===== src/hdl/dsf_pkg.sv =====
// dsf_pkg: constants and types shared by the drive status flag block
// assumes a 125 MHz clock and unsigned sampled levels from the converters
package dsf_pkg;

   // ==========================================================
   // widths
   localparam int DSF_LVL_W = 12;
   localparam int DSF_SEL_W = 6;
   localparam int DSF_NOUT = 3;

   // ==========================================================
   // output function codes
   localparam logic [DSF_SEL_W-1:0] DSF_FN_POS_DONE = 6'h17;
   localparam logic [DSF_SEL_W-1:0] DSF_FN_ANA_LOSS = 6'h1d;
   localparam logic [DSF_SEL_W-1:0] DSF_FN_STAGE2 = 6'h1f;

   // ==========================================================
   // current input: 4 mA as a level (20 mA is full scale)
   localparam logic [DSF_LVL_W-1:0] DSF_I_4MA_LVL = 12'h333;

   // ==========================================================
   // values after reset
   localparam logic DSF_FLAG_RST = 1'b0;
   localparam logic DSF_RUN_RST = 1'b0;

   typedef enum logic {DSF_STOPPED, DSF_RUNNING} dsf_run_t;

endpackage


===== src/hdl/dsf_cmp.sv =====
// dsf_cmp: registered below-threshold comparator for one analog level
// assumes level and threshold are unsigned and synchronous to clk
`timescale 1ns/1ns
module dsf_cmp
   import dsf_pkg::*;
(
   input wire logic clk,
   input wire logic rst_n,
   input wire logic [DSF_LVL_W-1:0] level,
   input wire logic [DSF_LVL_W-1:0] threshold,
   output logic below
);
   typedef struct packed {logic below;} dsf_cmp_st_t;
   dsf_cmp_st_t s_q, s_d;

   always_comb begin
      s_d = s_q;
      s_d.below = level < threshold;
   end

   always_ff @(posedge clk) begin
      if (!rst_n) begin
         s_q <= '{below: DSF_FLAG_RST};
      end else begin
         s_q <= s_d;
      end
   end

   assign below = s_q.below;
endmodule // dsf_cmp


===== src/hdl/dsf_route.sv =====
// dsf_route: maps a function code to one output terminal
// assumes flags are registered; output is registered again
`timescale 1ns/1ns
module dsf_route
   import dsf_pkg::*;
(
   input wire logic clk,
   input wire logic rst_n,
   input wire logic [DSF_SEL_W-1:0] sel,
   input wire logic pos_flag,
   input wire logic loss_flag,
   input wire logic stage_flag,
   output logic term
);
   typedef struct packed {logic term;} dsf_route_st_t;
   dsf_route_st_t s_q, s_d;

   always_comb begin
      s_d = s_q;
      unique case (sel)
         DSF_FN_POS_DONE: s_d.term = pos_flag;
         DSF_FN_ANA_LOSS: s_d.term = loss_flag;
         DSF_FN_STAGE2: s_d.term = stage_flag;
         default: s_d.term = 1'b0;
      endcase
   end

   always_ff @(posedge clk) begin
      if (!rst_n) begin
         s_q <= '{term: DSF_FLAG_RST};
      end else begin
         s_q <= s_d;
      end
   end

   assign term = s_q.term;
endmodule // dsf_route


===== src/hdl/dsf_top.sv =====
// dsf_top: drive status flags and their routing to output terminals
// assumes all inputs synchronous to clk; levels are unsigned, same scale
`timescale 1ns/1ns
module dsf_top
   import dsf_pkg::*;
(
   input wire logic clk,
   input wire logic rst_n,
   input wire logic positioning_finished,
   input wire logic use_current_input,
   input wire logic [DSF_LVL_W-1:0] v_input_level,
   input wire logic [DSF_LVL_W-1:0] i_input_level,
   input wire logic [DSF_LVL_W-1:0] start_frequency_setting,
   input wire logic loss_stop_enable,
   input wire logic forward_run_command,
   input wire logic [DSF_LVL_W-1:0] process_value,
   input wire logic [DSF_LVL_W-1:0] pv_low_limit,
   input wire logic [DSF_LVL_W-1:0] pv_high_limit,
   input wire logic [DSF_SEL_W-1:0] oc1_function,
   input wire logic [DSF_SEL_W-1:0] oc2_function,
   input wire logic [DSF_SEL_W-1:0] relay_function,
   output logic positioning_done_flag,
   output logic analog_loss_flag,
   output logic second_stage_request,
   output logic loss_decel_request,
   output logic [DSF_NOUT-1:0] output_terminals
);
   // ==========================================================
   // state
   typedef struct packed {
      logic pos_done;
      logic loss;
      logic stage2;
      logic decel;
      dsf_run_t run;
   } dsf_st_t;

   dsf_st_t s_q, s_d;
   logic v_below, i_below, pv_below_low;
   logic pv_above_high;
   logic [DSF_SEL_W-1:0] sel [DSF_NOUT];

   assign sel[0] = oc1_function;
   assign sel[1] = oc2_function;
   assign sel[2] = relay_function;

   // ==========================================================
   // comparators
   dsf_cmp u_cmp_v (
      .clk(clk),
      .rst_n(rst_n),
      .level(v_input_level),
      .threshold(start_frequency_setting),
      .below(v_below)
   );

   dsf_cmp u_cmp_i (
      .clk(clk),
      .rst_n(rst_n),
      .level(i_input_level),
      .threshold(DSF_I_4MA_LVL),
      .below(i_below)
   );

   dsf_cmp u_cmp_pv (
      .clk(clk),
      .rst_n(rst_n),
      .level(process_value),
      .threshold(pv_low_limit),
      .below(pv_below_low)
   );

   // ==========================================================
   // helpers
   // strict upper-limit test; a level equal to the limit is not above
   function automatic logic dsf_above(
      input logic [DSF_LVL_W-1:0] level,
      input logic [DSF_LVL_W-1:0] limit
   );
      return level > limit;
   endfunction

   // loss source: current input when selected, voltage otherwise
   function automatic logic dsf_loss_pick(
      input logic use_i,
      input logic i_low,
      input logic v_low
   );
      logic pick;
      pick = v_low;
      if (use_i) begin
         pick = i_low;
      end
      return pick;
   endfunction

   // deceleration request only while loss stands and stop is enabled
   function automatic logic dsf_decel_next(
      input logic loss,
      input logic stop_en
   );
      return loss & stop_en;
   endfunction

   // run state seen by the stage logic on the next cycle
   function automatic dsf_run_t dsf_run_next(
      input logic run_cmd
   );
      dsf_run_t nxt;
      nxt = DSF_STOPPED;
      if (run_cmd) begin
         nxt = DSF_RUNNING;
      end
      return nxt;
   endfunction

   // stage request: set low in run, clear high or on stop, hold only while running
   function automatic logic dsf_stage_next(
      input dsf_run_t run_q,
      input logic run_cmd,
      input logic above_hi,
      input logic below_lo,
      input logic stage_q
   );
      logic nxt;
      nxt = stage_q;
      unique case (run_q)
         DSF_STOPPED: begin
            // clear wins here too, so crossed limits never set it
            nxt = 1'b0;
            if (run_cmd && below_lo && !above_hi) begin
               nxt = 1'b1;
            end
         end
         DSF_RUNNING: begin
            if (!run_cmd) begin
               nxt = 1'b0;
            end else if (above_hi) begin
               nxt = 1'b0;
            end else if (below_lo) begin
               nxt = 1'b1;
            end else begin
               nxt = stage_q;
            end
         end
      endcase
      return nxt;
   endfunction

   // ==========================================================
   // flag logic
   assign pv_above_high = dsf_above(process_value, pv_high_limit);

   always_comb begin
      s_d = s_q;
      s_d.pos_done = positioning_finished;
      // follows input, no latch
      s_d.loss = dsf_loss_pick(use_current_input, i_below,
         v_below);
      s_d.decel = dsf_decel_next(s_d.loss, loss_stop_enable);
      s_d.run = dsf_run_next(forward_run_command);
      s_d.stage2 = dsf_stage_next(s_q.run, forward_run_command,
         pv_above_high, pv_below_low, s_q.stage2);
   end

   always_ff @(posedge clk) begin
      if (!rst_n) begin
         s_q <= '{pos_done: DSF_FLAG_RST, loss: DSF_FLAG_RST,
                  stage2: DSF_FLAG_RST, decel: DSF_FLAG_RST,
                  run: dsf_run_t'(DSF_RUN_RST)};
      end else begin
         s_q <= s_d;
      end
   end

   // ==========================================================
   // terminal routing
   for (genvar g = 0; g < DSF_NOUT; g++) begin : g_route
      dsf_route u_route (
         .clk(clk),
         .rst_n(rst_n),
         .sel(sel[g]),
         .pos_flag(s_q.pos_done),
         .loss_flag(s_q.loss),
         .stage_flag(s_q.stage2),
         .term(output_terminals[g])
      );
   end

   assign positioning_done_flag = s_q.pos_done;
   assign analog_loss_flag = s_q.loss;
   assign second_stage_request = s_q.stage2;
   assign loss_decel_request = s_q.decel;
endmodule // dsf_top


===== config.mk =====
export PLATFORM = sky130hd
export DESIGN_NAME = dsf_top
export DESIGN_NICKNAME = d
export VERILOG_FILES = /design/src/hdl/dsf_pkg.sv /design/src/hdl/dsf_cmp.sv /design/src/hdl/dsf_route.sv /design/src/hdl/dsf_top.sv
export SDC_FILE = /design/constraint.sdc
export NUM_CORES = 1
export LEC_CHECK = 0
export BUFFER_PORTS_ARGS = -buffer_cell sky130_fd_sc_hd__buf_2
export CORE_MARGIN = 5
export CORE_UTILIZATION = 40
export DETAILED_ROUTE_END_ITERATION = 16
export GPL_ROUTABILITY_DRIVEN = 1
export HOLD_SLACK_MARGIN = 0.05
export PLACE_DENSITY = 0.81
export SLEW_MARGIN = 10
export SYNTH_ARGS = -nofsm -noshare
export SYNTH_HDL_FRONTEND = slang
export SYNTH_SLANG_ARGS = --single-unit

===== constraint.sdc =====
create_clock -name clk -period 1.8 [get_ports clk]
set_input_delay 0.18 -clock clk [delete_from_list [all_inputs] [get_ports clk]]
set_output_delay 0.18 -clock clk [all_outputs]
set_load 0.01 [all_outputs]

==> impl_summary.md, run 1 <==
Run status
The run finished with clean final reports.

Die
The area enclosed by the die boundary is about 0.0045 mm^2. The floorplan has 20 rows. In this run the standard cell core region covers between 0.003 and 0.004 mm^2. The floorplan step set the die width to around 67 um. Measured along the y axis, the die boundary spans 67.0 um. For this configuration, the core starts out at a cell density of 0.422. For this design the top-level I/O count stands at around 100.

Clock network
In this run the number of H-tree levels came out at 1. CTS saw 11 sinks. Once the clock tree was built, the resizer swapped 0 gates to a different size. The number of hold buffers added after CTS was 0. The total setup buffers inserted after CTS is 0.

Counting the buffers created by CTS gives 3. The maximum buffer depth of the clock tree is 2. The cell chosen for the clock root is clkbuf_4. Clock latency on the worst-skew pair, taken at its later pin, is 0.26 ns. The clock input transition at the sequential cells of the worst setup and hold paths is ~0.07 ns.

TritonCTS built the clock tree.

Routing
After detailed routing, the average wire length per cell comes to between 10 and 15 um. The total wire length is between 3 and 4 mm. The number of nets with antenna violations after routing is 0.

The number of detailed-route iterations in the first pass is 4. The via density per instance is between 4 and 5. The detailed router's first-iteration violation count is 29. For this block, the via count after detailed routing is roughly 1500.

For this run, design rule violations remaining after detail routing come to 0.

Final layout
In the final layout, the share of cells above drive strength 1 is 0.406. Summing all flip-flop and latch instances after layout gives roughly 220 um^2. The fraction of the core area covered by cells at the end of the flow is 0.607.

The number of nets in the finished design is approximately 400. The area growth from synthesis to layout is 43.9%. The layout has 302 filler cells. The number of antenna repair diodes is 0. In the final layout, the multi-input gates occupy 927 um^2. The register with the most flip-flops in the layout has 3 of them.

Yosys
The share of the Yosys chip area taken by registers is 0.170. The share of synthesized area in the top cell type comes to 0.328. Sorting the synthesized cells by area gives the leading types as ha_1, dfxtp_1, inv_1, o21ai_0, a21oi_1. The synthesized design contains 0 enable-type register cells. The mean instance size in the synthesized netlist is approximately 8 um^2.

The total of flip-flops plus latches after synthesis is 11. The synthesized netlist contains 31 unique library cells. During synthesis, Yosys emitted a total of 0 warnings. The proportion of register bits with asynchronous set or reset after synthesis is 0. The post-synthesis instance total is roughly 160.

The number of nets handed over by synthesis was just under 300. The cell accounting for the most synthesized area is ha_1. The most used flip-flop cell after synthesis is dfxtp_1.

The cell area after synthesis is between 0.001 and 0.0015 mm^2.

Setup path
The data arrival time of the critical path is 1.49 ns. The kind of capture point of the worst setup path is a register. Of all nets on the critical path, the largest fanout is 2. The worst setup path is of the input pin to register kind. The depth of the worst register-to-register path is 3. The buffers plus inverters on the worst setup path is 1. Walking the worst path, the cells encountered are buf_2, ha_1, nor2b_1, o21ai_0, a21boi_0, o41ai_1, and3b_1.

The worst path required time is 2.01 ns. The worst setup path is launched from an input pin. The critical path runs through a total of 7 cells. The slowest cell on the critical path is o41ai_1.

The family with the most delay on the worst path is compound AO/OA/AOI/OAI gates. On the worst path, the slowest cell contributes a delay of approximately 0.32 ns.

Global route
For this run, the total global-route usage over all layers was measured as 0.143. The number of global-route vias before repair came to between 1000 and 1500. The number of antenna violations at the first check in global routing is 0.

The wire length of the first global-routing pass is 5.04 mm. The largest net degree at the start of global routing is 10. The total overflow left after global routing is 0.

Pwr
The share of power burned in the clock network is 0.223. Across the VDD grid, the largest voltage drop is about 180 uV. The cell leakage power is between 0.001 and 0.0015 uW. For this design the total switching power over the nets is around 220 uW.

Of the total power, the share spent switching nets is 0.299. Cell internal power was estimated by the tool at between 500 and 600 uW. Of the total power, registers draw 0.363. Dividing total power by cell area gives a power density of 393 mW/mm^2. After layout, the design draws a total of between 700 and 800 uW. The share of total power dissipated in combinational logic is 0.413.

Flow run
Max-cap violations in this run came to 0.

STA
The final critical path time including I/O delays and setup is ~1.3 ns. The normalized max-slew margin is 0.816. The worst slack on hold paths is about 0.079 ns. Static timing analysis puts the maximum clock frequency at around 0.8 GHz. The clock tree skew after final layout is ~0.0036 ns.

The sum of negative setup slack is 0 ns. The ratio of final minimum period to clock period is 0.709. The number of slew-limit violations in the final report came to 0. The worst setup margin is around 0.52 ns. The hold violation total from the final report came to 0.

The transition at the pin with the smallest max-transition slack is approximately 0.27 ns. Setup violations remaining at the end of the flow were counted as 0. Setup repair after global routing left no endpoint under its margin.

Place
Input and output buffers added on the ports amount to 102. Summed over all nets, the half-perimeter wirelength after detailed placement is about 3.2 mm. At the placement stage, the worst setup path has a slack of between 0.2 and 0.3 ns. The congestion estimate from routability-driven global placement came to 0.738.

Hold path
The depth of the worst hold-timing path is 2. The min-delay analysis places its worst path in the category input pin to register.
[area by class of cell]
class                   instances  area share
well taps                      44      0.0295
multi-input cells             115       0.497
repair buffers                102       0.273
flip-flops and latches         11       0.118
inverters                      34      0.0684
clock buffers                   4      0.0141
[metrics by stage]
step | cells | area (um^2)
final | 310 | 1870
after global routing | 310 | 1870
after CTS | 310 | 1870
after detailed placement | 306 | 1840
after global placement | 306 | 1840
after floorplan | 163 | 1300
[cells in the final DEF, fill, tap and decap left out, types with 2 or more instances in the layout]
cell and instances:
buf_2 102, inv_1 34, ha_1 34, nand2_1 11
dfxtp_1 11, o21ai_0 10, a21oi_1 9, a21o_1 6
nor3_1 4, and2_1 4, nor2_1 4, nand4_1 3
a31oi_1 3, clkbuf_4 3, nand4b_1 2, nor2b_1 2
nand3_1 2, a21boi_0 2, a211oi_2 2, o21bai_1 2
nand3b_1 2, a2111oi_1 2, or3_1 2
[routing by layer]
layer / vias up / routed length [um] / track usage
met2: 47 / 1650 / 0.264
met5: - / 0 / 0
met1: 628 / 1450 / 0.166
li1: 778 / - / -
met3: 2 / 263 / 0.0287
met4: 0 / 17 / 0.0380
[kinds of logic after synthesis]
logic type | synth area share
AOI/OAI and AO/OA | 0.207
buffers and inverters | 0.116
adders and majority gates | 0.328
muxes | 0.00771
DFF | 0.170
and+or+nand+nor | 0.172
[worst reg2reg max path: cells and delay by family, from the launching register on]
| family | cells | cell delay, ns |
|---|---|---|
| compound gates | 2 | 0.19 |
| flops | 1 | 0.39 |
| simple gates | 1 | 0.28 |
[power groups by stage]
| stage | Sequential [uW] | Clock, uW | Combinational, uW |
|---|---|---|---|
| 2_1_floorplan | 272 | 0 | 156 |
| 5_1_grt | 268 | 185 | 353 |
| 3_5_place_dp | 272 | 0 | 307 |
| 3_3_place_gp | 272 | 0 | 298 |
| 6_report | 266 | 164 | 303 |
| 4_1_cts | 266 | 174 | 309 |
[cell usage after synthesis, types with 3 or more instances]
cell type / instances
ha_1: 34
inv_1: 34
dfxtp_1: 11
nand2_1: 11
o21ai_0: 10
a21oi_1: 9
a21o_1: 6
and2_1: 4
nor2_1: 4
nor3_1: 4
a31oi_1: 3
buf_4: 3
nand4_1: 3
[path summary, 6_finish.rpt]
kind                      from                 endpoint  slack (ns)
max           process_value[1]     second_stage_request        0.52
min          relay_function[5]  g_route[2].u_route.term        0.08
max reg2reg   analog_loss_flag  g_route[2].u_route.term        0.84
min reg2reg      u_cmp_v.below         analog_loss_flag        0.53
No activity file was read; power rests on OpenSTA's default activity.
==> run 2, diff against run 1 <==
--- a/config.mk
+++ b/config.mk
@@ -5,6 +5,7 @@
 export SDC_FILE = /design/constraint.sdc
 export NUM_CORES = 1
 export LEC_CHECK = 0
+export ABC_AREA = 1
 export BUFFER_PORTS_ARGS = -buffer_cell sky130_fd_sc_hd__buf_2
 export CORE_MARGIN = 5
 export CORE_UTILIZATION = 40
==> constraint.sdc (replaced) <==
create_clock -name clk -period 1.3 [get_ports clk]
set_input_delay 0.13 -clock clk [delete_from_list [all_inputs] [get_ports clk]]
set_output_delay 0.13 -clock clk [all_outputs]
set_load 0.01 [all_outputs]
==> run 2 against run 1 <==
Cell area increased by 3.8%. Clock skew fell by 0.0028 ns. Critical path depth fell by 3. Critical path type unchanged. Register-to-register slack got worse by 0.36 ns. Highest routed layer unchanged. Die area is 3.1% higher. Utilization is 1.6 points lower. Combinational power increased by 42%. Count of clock-buffer cells in the layout is 1 lower. Sequential share of layout area down 0.43 points. Clock power rose by 43%. Flip-flop and latch count unchanged.
==> impl_summary.md, run 2 <==
Place
The placement-stage cell area is 0.00189 mm^2 (was 0.00184 mm^2). The last weighted congestion value of the routability-driven placer was 0.725 (was 0.738). The estimated wirelength of the detail-placed design came to 3.19 mm (was 3.18 mm). The count of buffers from port buffering is 102 (unchanged).

Routing
The DRC violation count after routing is 0 (unchanged). The total wire length is 3.42 mm (was 3.39 mm). The per-cell routed wire length is 9.69 um (was 10.9 um). The number of nets with antenna violations after routing is 0 (unchanged). The number of detailed-route iterations in the first pass is 4 (unchanged). The via density per instance is 4.44 (was 4.69). The detailed router's first-iteration violation count is 22 (was 29). The via count is 1566 (was 1455).

STA
The clock tree skew after final layout was 0.000895 ns (was 0.00365 ns). The ratio of final minimum period to clock period is 0.974. The number of slew-limit violations in the final report is 0 (unchanged). The transition at the pin with the smallest max-transition slack is 0.269 ns (was 0.272 ns). The final critical path time including I/O delays and setup is between 1 and 1.5 ns. The normalized max-slew margin is 0.819 (was 0.816). The count of final setup violators was 0 (unchanged). The sum of negative setup slack is 0 ns (unchanged). The worst slack on hold paths is 0.0569 ns (was 0.0787 ns). Setup repair after global routing missed its margin: no (unchanged). The hold violation total from the final report was 0 (unchanged). Derived from the worst setup path, the maximum achievable clock frequency is between 0.7 and 0.8 GHz.

Setup path
The flop-to-flop setup slack is 0.48 ns (was 0.84 ns). The critical register-to-register path endpoint is g_route[2].u_route.term (unchanged). The launching element type of the critical path is an input pin (unchanged). The data arrival time of the critical path is 1.48 ns (was 1.49 ns).

The launch point of the worst path was i_input_level[8] (was process_value[1]). The reg-to-reg critical path startpoint is analog_loss_flag (unchanged). The largest fanout of any net on the critical path is 1 (was 2). The capturing element of the worst setup path is u_cmp_i.below (was second_stage_request). The depth of the worst register-to-register path is 3 (unchanged). The kind of capture point of the worst setup path is a register (unchanged). The worst path required time is 1.51 ns (was 2.01 ns). The class of the most critical setup path is input pin to register (unchanged).

Global route
The overall overflow remaining after global route is 0 (unchanged). The largest net degree at the start of global routing is 8 (was 10). The number of antenna violations at the first check in global routing was 0 (unchanged). The wire length of the first global-routing pass was 5.02 mm (was 5.04 mm). The global-route total usage across every layer was 0.137 (was 0.143). The number of global-route vias before repair is 1355 (was 1302).

Final layout
The number of nets in the finished design is 438 (was 397). The number of antenna repair diodes came to 0 (unchanged). The flip-flop count of the largest register after layout is 3 (unchanged).

The synthesis-to-layout area growth is 44.1% (was 43.9%). The share of post-route cells with drive strength above 1 was 0.352 (was 0.406). Highest-count cells in the layout ignoring fill and taps: buf_2, inv_1, nand2_1 (was buf_2, inv_1, ha_1).

The most frequent standard cell in the layout excluding fill and tap cells is buf_2 (unchanged). The design area is 0.00194 mm^2 (was 0.00187 mm^2).

Clock network
The number of sinks handled by clock tree synthesis was 11 (unchanged). The quantity of gates resized following cts is 0 (unchanged). The TritonCTS clock tree is built (unchanged). The clock input transition at the sequential cells of the worst setup and hold paths is 0.08 ns (was 0.07 ns). The level count of the clock H-tree is 1 (unchanged).

The worst-skew pair later-pin latency is 0.26 ns (about the same). The cell chosen for the clock root is clkbuf_4 (unchanged). The maximum buffer depth of the clock tree is 2 (unchanged). The number of CTS-inserted buffers was 3 (unchanged).

Die
The starting density of the core was 0.410 (was 0.422). The site row count is 21 (was 20). The width of the die is 68.0 um (was 67.0 um). The overall die height came to 68.0 um (was 67.0 um). The total I/O pin count is 103 (unchanged). The area enclosed by the die boundary is 0.00462 mm^2 (was 0.00448 mm^2). The floorplan core area is 0.00328 mm^2 (was 0.00308 mm^2).

Yosys
The count of unique library cells instantiated by Yosys came to 22 (was 31). The area fraction of the dominant cell type after synthesis is 0.316 (was 0.328). The most frequent cell after synthesis is inv_1. The number of enable-type register cells in the synthesized netlist is 0 (unchanged).

The proportion of register bits with asynchronous set or reset after synthesis is 0 (unchanged). The post-synthesis instance total is 202 (was 163). The cell accounting for the most synthesized area is ha_1 (unchanged).

The total nets after synthesis is 332 (was 293). The cell area after synthesis is 0.00135 mm^2 (was 0.00130 mm^2). The count of synthesis-stage warnings from yosys came to 0 (unchanged). Most instantiated cells after synthesis: inv_1, nand2_1, ha_1, a21oi_1, nor2_1 (was ha_1, inv_1, dfxtp_1, nand2_1, o21ai_0).

The total of flip-flops plus latches after synthesis is 11 (unchanged). Top cells by area in the synthesized netlist: ha_1, dfxtp_1, inv_1, nand2_1, a21oi_1 (was ha_1, dfxtp_1, inv_1, o21ai_0, a21oi_1). The sequential element share of the synthesized area is 0.164 (was 0.170). The most used flip-flop cell after synthesis is dfxtp_1 (unchanged).

The mean instance size in the synthesized netlist is 6.66 um^2 (was 7.96 um^2).

Hold path
The depth of the worst hold-timing path is 3 (was 2). The type of the most critical hold path was input pin to register (unchanged).

Run status
Outcome: completed (unchanged).

Pwr
The overall power after layout is 1020 uW (was 733 uW). The cell leakage power came to 0.00127 uW (was 0.00114 uW). The power density over the cells is 528 mW/mm^2 (was 393 mW/mm^2). The worst-case vdd ir drop is 326 uV (was 175 uV).

Flow run
The max-capacitance violation count is 0 (unchanged).
-- run 2: cell count changes in the layout (fill, tap and decap cells not counted), moves of 3 or more --
| cell | change |
|---|---|
| nand3_1 | +5 |
| a21o_1 | -5 |
| a21oi_1 | +8 |
| o21ai_0 | -6 |
| inv_1 | +15 |
| nand2_1 | +31 |
| nor2_1 | +11 |
| o2111ai_1 | +3 |
| and2_1 | -4 |
-- run 2: cell type report --
class / instances / area [um^2]
clock buffers: 3 / 22.5
clock inverters: 1 / 5.00
fillers: 333 / 1350
repair buffers: 104 / 531
inverters: 50 / 188
well taps: 46 / 57.6
flip-flops and latches: 11 / 220
multi-input cells: 138 / 915
-- run 2: timing repair --
item,in CTS,in global routing
hold buffers,0,2
buffers inserted,0,0
endpoints found under the hold margin,0,1
-- run 2: critical path: stages --
cell and delay, ns:
dlygate4sd3_1 0.54, buf_2 0.12, a31oi_1 0.13, dlygate4sd3_1 0.56
-- run 2: kinds of logic (layout without fill, tap and decap cells) --
group                    count (synthesis)  count (layout)  synth area share
AO/OA/AOI/OAI                           27              27             0.114
buffers and inverters                   53             158             0.156
adder cells (fa/ha/maj)                 34              34             0.316
AND/OR/NAND/NOR                         76              76             0.242
flip-flops                              11              11             0.164
multiplexers                             1               1           0.00744
-- run 2: how the worst min path moves through the flow --
stage	start	end	slack, ns
after floorplan	rst_n	positioning_done_flag	0.22
after detailed placement	forward_run_command	s_q[0]	0.33
after global placement	positioning_finished	positioning_done_flag	0.31
after global routing	forward_run_command	s_q[0]	0.07
final	forward_run_command	s_q[0]	0.06
after CTS	i_input_level[8]	u_cmp_i.below	0.05
-- run 2: per-stage QoR --
step                 util  cells  setup WS [ns]
floorplan               -    202          0.324
global placement    0.576    347          0.147
detailed placement  0.576    347          0.138
CTS                 0.584    351          0.350
global route        0.590    353         0.0248
finish              0.590    353         0.0337
-- run 2: report_power, final --
| part | internal, uW | switching (uW) |
|---|---|---|
| clock network | 114 | 121 |
| logic | 226 | 203 |
| registers | 352 | 7.42 |
| total | 692 | 331 |
-- run 2: metal layers --
layer  up-vias  share of wire  wire length (um)  track usage
li1        859              -                 -            -
met1       645           0.40              1360        0.162
met2        60           0.48              1650        0.247
met3         2           0.11               386       0.0328
met4         0         0.0041                14       0.0298
met5         -              0                 0            0
==> run 3, diff against run 2 <==
--- a/config.mk
+++ b/config.mk
@@ -7,13 +7,15 @@
 export LEC_CHECK = 0
 export ABC_AREA = 1
 export BUFFER_PORTS_ARGS = -buffer_cell sky130_fd_sc_hd__buf_2
-export CORE_MARGIN = 5
+export CORE_MARGIN = 4
 export CORE_UTILIZATION = 40
 export DETAILED_ROUTE_END_ITERATION = 16
 export GPL_ROUTABILITY_DRIVEN = 1
 export HOLD_SLACK_MARGIN = 0.05
 export PLACE_DENSITY = 0.81
+export REMOVE_ABC_BUFFERS = 1
 export SLEW_MARGIN = 10
 export SYNTH_ARGS = -nofsm -noshare
 export SYNTH_HDL_FRONTEND = slang
 export SYNTH_SLANG_ARGS = --single-unit
+export TNS_END_PERCENT = 5
==> run 3 against run 2 <==
Cell area up 0.32%. Fmax up 0.23%. Register-to-register slack worse by 0.04 ns. Sequential power about the same. Critical path depth unchanged. First-iteration DRC count up 27%. Clock skew up 0.0059 ns. Die area down 5.8%. Critical endpoint unchanged.
==> impl_summary.md, run 3 (synthesized netlist as in run 2, its figures left out) <==
Final layout
The count of filler cells inserted in the layout is 314 (was 333). The number of nets in the finished design is 439 (was 438). The flip-flop count of the largest register after layout came to 3 (unchanged). Highest-count cells in the layout ignoring fill and taps: buf_2, inv_1, nand2_1 (unchanged).

The synthesis-to-layout area growth came to 44.6% (was 44.1%). The most frequent standard cell in the layout excluding fill and tap cells is buf_2 (unchanged). The sequential cell area in the final layout was 220 um^2 (unchanged). The share of post-route cells with drive strength above 1 is 0.347 (was 0.352).

The count of non-filler cells in the finished layout was 352 (was 353). The area taken by multi-input logic gates came to 915 um^2 (unchanged). The number of antenna repair diodes came to 0 (unchanged).

Place
The estimated wirelength of the detail-placed design is 3.14 mm (was 3.19 mm). The cell count after placement is 345 (was 347). The last weighted congestion value of the routability-driven placer was 0.711 (was 0.725).

The count of buffers from port buffering is 102 (unchanged). The post-placement worst setup slack was 0.140 ns (was 0.138 ns).

STA
The number of slew-limit violations in the final report is 0 (unchanged). The hold violation total from the final report was 0 (unchanged). The worst setup margin is 0.0365 ns (was 0.0337 ns). The final critical path time including I/O delays and setup is 1.26 ns (was 1.27 ns). The normalized max-slew margin is 0.825 (was 0.819). The ratio of final minimum period to clock period was 0.972 (was 0.974). The achievable clock frequency was 0.791 GHz (was 0.790 GHz). The clock tree skew after final layout was 0.00679 ns (was 0.000895 ns). Setup repair after global routing missed its margin: no (unchanged). The sum of negative setup slack is 0 ns (unchanged). The count of final setup violators is 0 (unchanged).

The transition at the pin with the smallest max-transition slack is 0.259 ns (was 0.269 ns).

Pwr
The cell internal power dissipation is 699 uW (was 692 uW). The combinational fraction of design power came to 0.422 (was 0.419). The share of power burned in the clock network was 0.226 (was 0.230). The worst-case vdd ir drop is 262 uV (was 326 uV). The register share of total power was 0.352 (was 0.351). The power density over the cells came to 527 mW/mm^2 (was 528 mW/mm^2). The cell leakage power is 0.00127 uW (about the same). The net switching power of the design is 326 uW (was 331 uW). The overall power after layout came to 1020 uW (about the same).

The switching power as a share of total power was 0.318 (was 0.324).

Die
The floorplan core area was 0.00313 mm^2 (was 0.00328 mm^2). The area enclosed by the die boundary is 0.00435 mm^2 (was 0.00462 mm^2). The total I/O pin count is 103 (unchanged). The starting density of the core was 0.430 (was 0.410).

The overall die height is 66.0 um (was 68.0 um). The site row count came to 20 (was 21). The width of the die is 66.0 um (was 68.0 um).

Global route
The number of antenna violations at the first check in global routing is 0 (unchanged). The largest net degree at the start of global routing is 8 (unchanged). The number of global-route vias before repair is 1464 (was 1355).

The wire length of the first global-routing pass was 5.44 mm (was 5.02 mm). The overall overflow remaining after global route was 0 (unchanged). The global-route total usage across every layer came to 0.154 (was 0.137).

Clock network
The number of sinks handled by clock tree synthesis was 11 (unchanged). The number of CTS-inserted buffers is 3 (unchanged). The worst-skew pair later-pin latency came to 0.26 ns (about the same). The cell chosen for the clock root is clkbuf_4 (unchanged). The level count of the clock H-tree came to 1 (unchanged). The total setup buffers inserted after CTS is 0 (unchanged). The maximum buffer depth of the clock tree is 2 (unchanged). The clock input transition at the sequential cells of the worst setup and hold paths is 0.08 ns (about the same). The TritonCTS clock tree is built (unchanged).

Setup path
The reg-to-reg critical path startpoint is second_stage_request (was analog_loss_flag). The largest fanout of any net on the critical path is 1 (unchanged). The launch point of the worst path is i_input_level[8] (unchanged). The depth of the worst register-to-register path is 4 (was 3). The flop-to-flop setup slack is 0.44 ns (was 0.48 ns). The class of the most critical setup path is input pin to register (unchanged). The worst path required time came to 1.51 ns (about the same). The critical register-to-register path endpoint is g_route[0].u_route.term (was g_route[2].u_route.term). The launching element type of the critical path is an input pin (unchanged).

The kind of capture point of the worst setup path is a register (unchanged). The data arrival time of the critical path is 1.48 ns (about the same).

Routing
The detailed router's first-iteration violation count is 28 (was 22). The number of nets with antenna violations after routing is 0 (unchanged). The via count is 1571 (was 1566).

The number of detailed-route iterations in the first pass is 4 (unchanged). The via density per instance is 4.46 (was 4.44). The per-cell routed wire length was 9.74 um (was 9.69 um). The DRC violation count after routing is 0 (unchanged).

The total wire length was 3.43 mm (was 3.42 mm).

Hold path
The type of the most critical hold path was input pin to register (unchanged). The worst min-delay path startpoint is forward_run_command (unchanged). The depth of the worst hold-timing path came to 3 (unchanged). The worst hold endpoint is s_q[0] (unchanged).

Flow run
The max-capacitance violation count came to 0 (unchanged).

Run status
Outcome: completed (unchanged).
-- run 3: cell types whose count changed in the layout (fill, tap and decap cells not counted) --
cell,change
clkinv_2,-1
dlygate4sd3_1,+1
clkbuf_1,+1
-- run 3: final cells by class --
class / count / area share
clock buffers: 4 / 0.0135
inverters: 50 / 0.0965
multi-input cells: 138 / 0.470
flip-flops and latches: 11 / 0.113
well taps: 44 / 0.0283
repair buffers: 105 / 0.278
-- run 3: worst max-delay path by stage --
stage,slack (ns),to,cells after the start
finish,0.04,u_cmp_i.below,4
detailed placement,0.14,second_stage_request,8
floorplan,0.32,second_stage_request,9
global placement,0.16,u_cmp_v.below,8
global route,0.003,u_cmp_i.below,4
CTS,0.04,u_cmp_i.below,4
-- run 3: power by group through the flow --
stage / Combinational (uW) / Sequential, uW / Clock, uW
floorplan: 222 / 368 / 0
global placement: 419 / 368 / 0
detailed placement: 430 / 368 / 0
CTS: 439 / 360 / 241
global route: 516 / 362 / 261
finish: 432 / 360 / 232
-- run 3: timing repair --
| item | in CTS | in global routing |
|---|---|---|
| endpoints found under the hold margin | 2 | 0 |
| hold buffers | 3 | 0 |
| gates resized for setup | 0 | 0 |
-- run 3: worst max-delay path, stage by stage --
cell,delay (ns)
dlygate4sd3_1,0.53
buf_2,0.12
a31oi_1,0.14
dlygate4sd3_1,0.56
-- run 3: metal layers --
layer | part of all wire | up-vias | track usage
met5 | 0 | - | 0
met4 | 0.0029 | 0 | 0.0381
met3 | 0.11 | 2 | 0.0357
met2 | 0.49 | 60 | 0.304
met1 | 0.40 | 649 | 0.161
li1 | - | 860 | -
-- run 3: metrics by stage --
stage	area, um^2	hold slack, ns	utilization
finish	1940	0.0923	0.622
global route	1940	0.0914	0.622
CTS	1940	0.0839	0.622
detailed placement	1890	0.315	0.604
global placement	1890	0.314	0.604
floorplan	1320	0.223	-
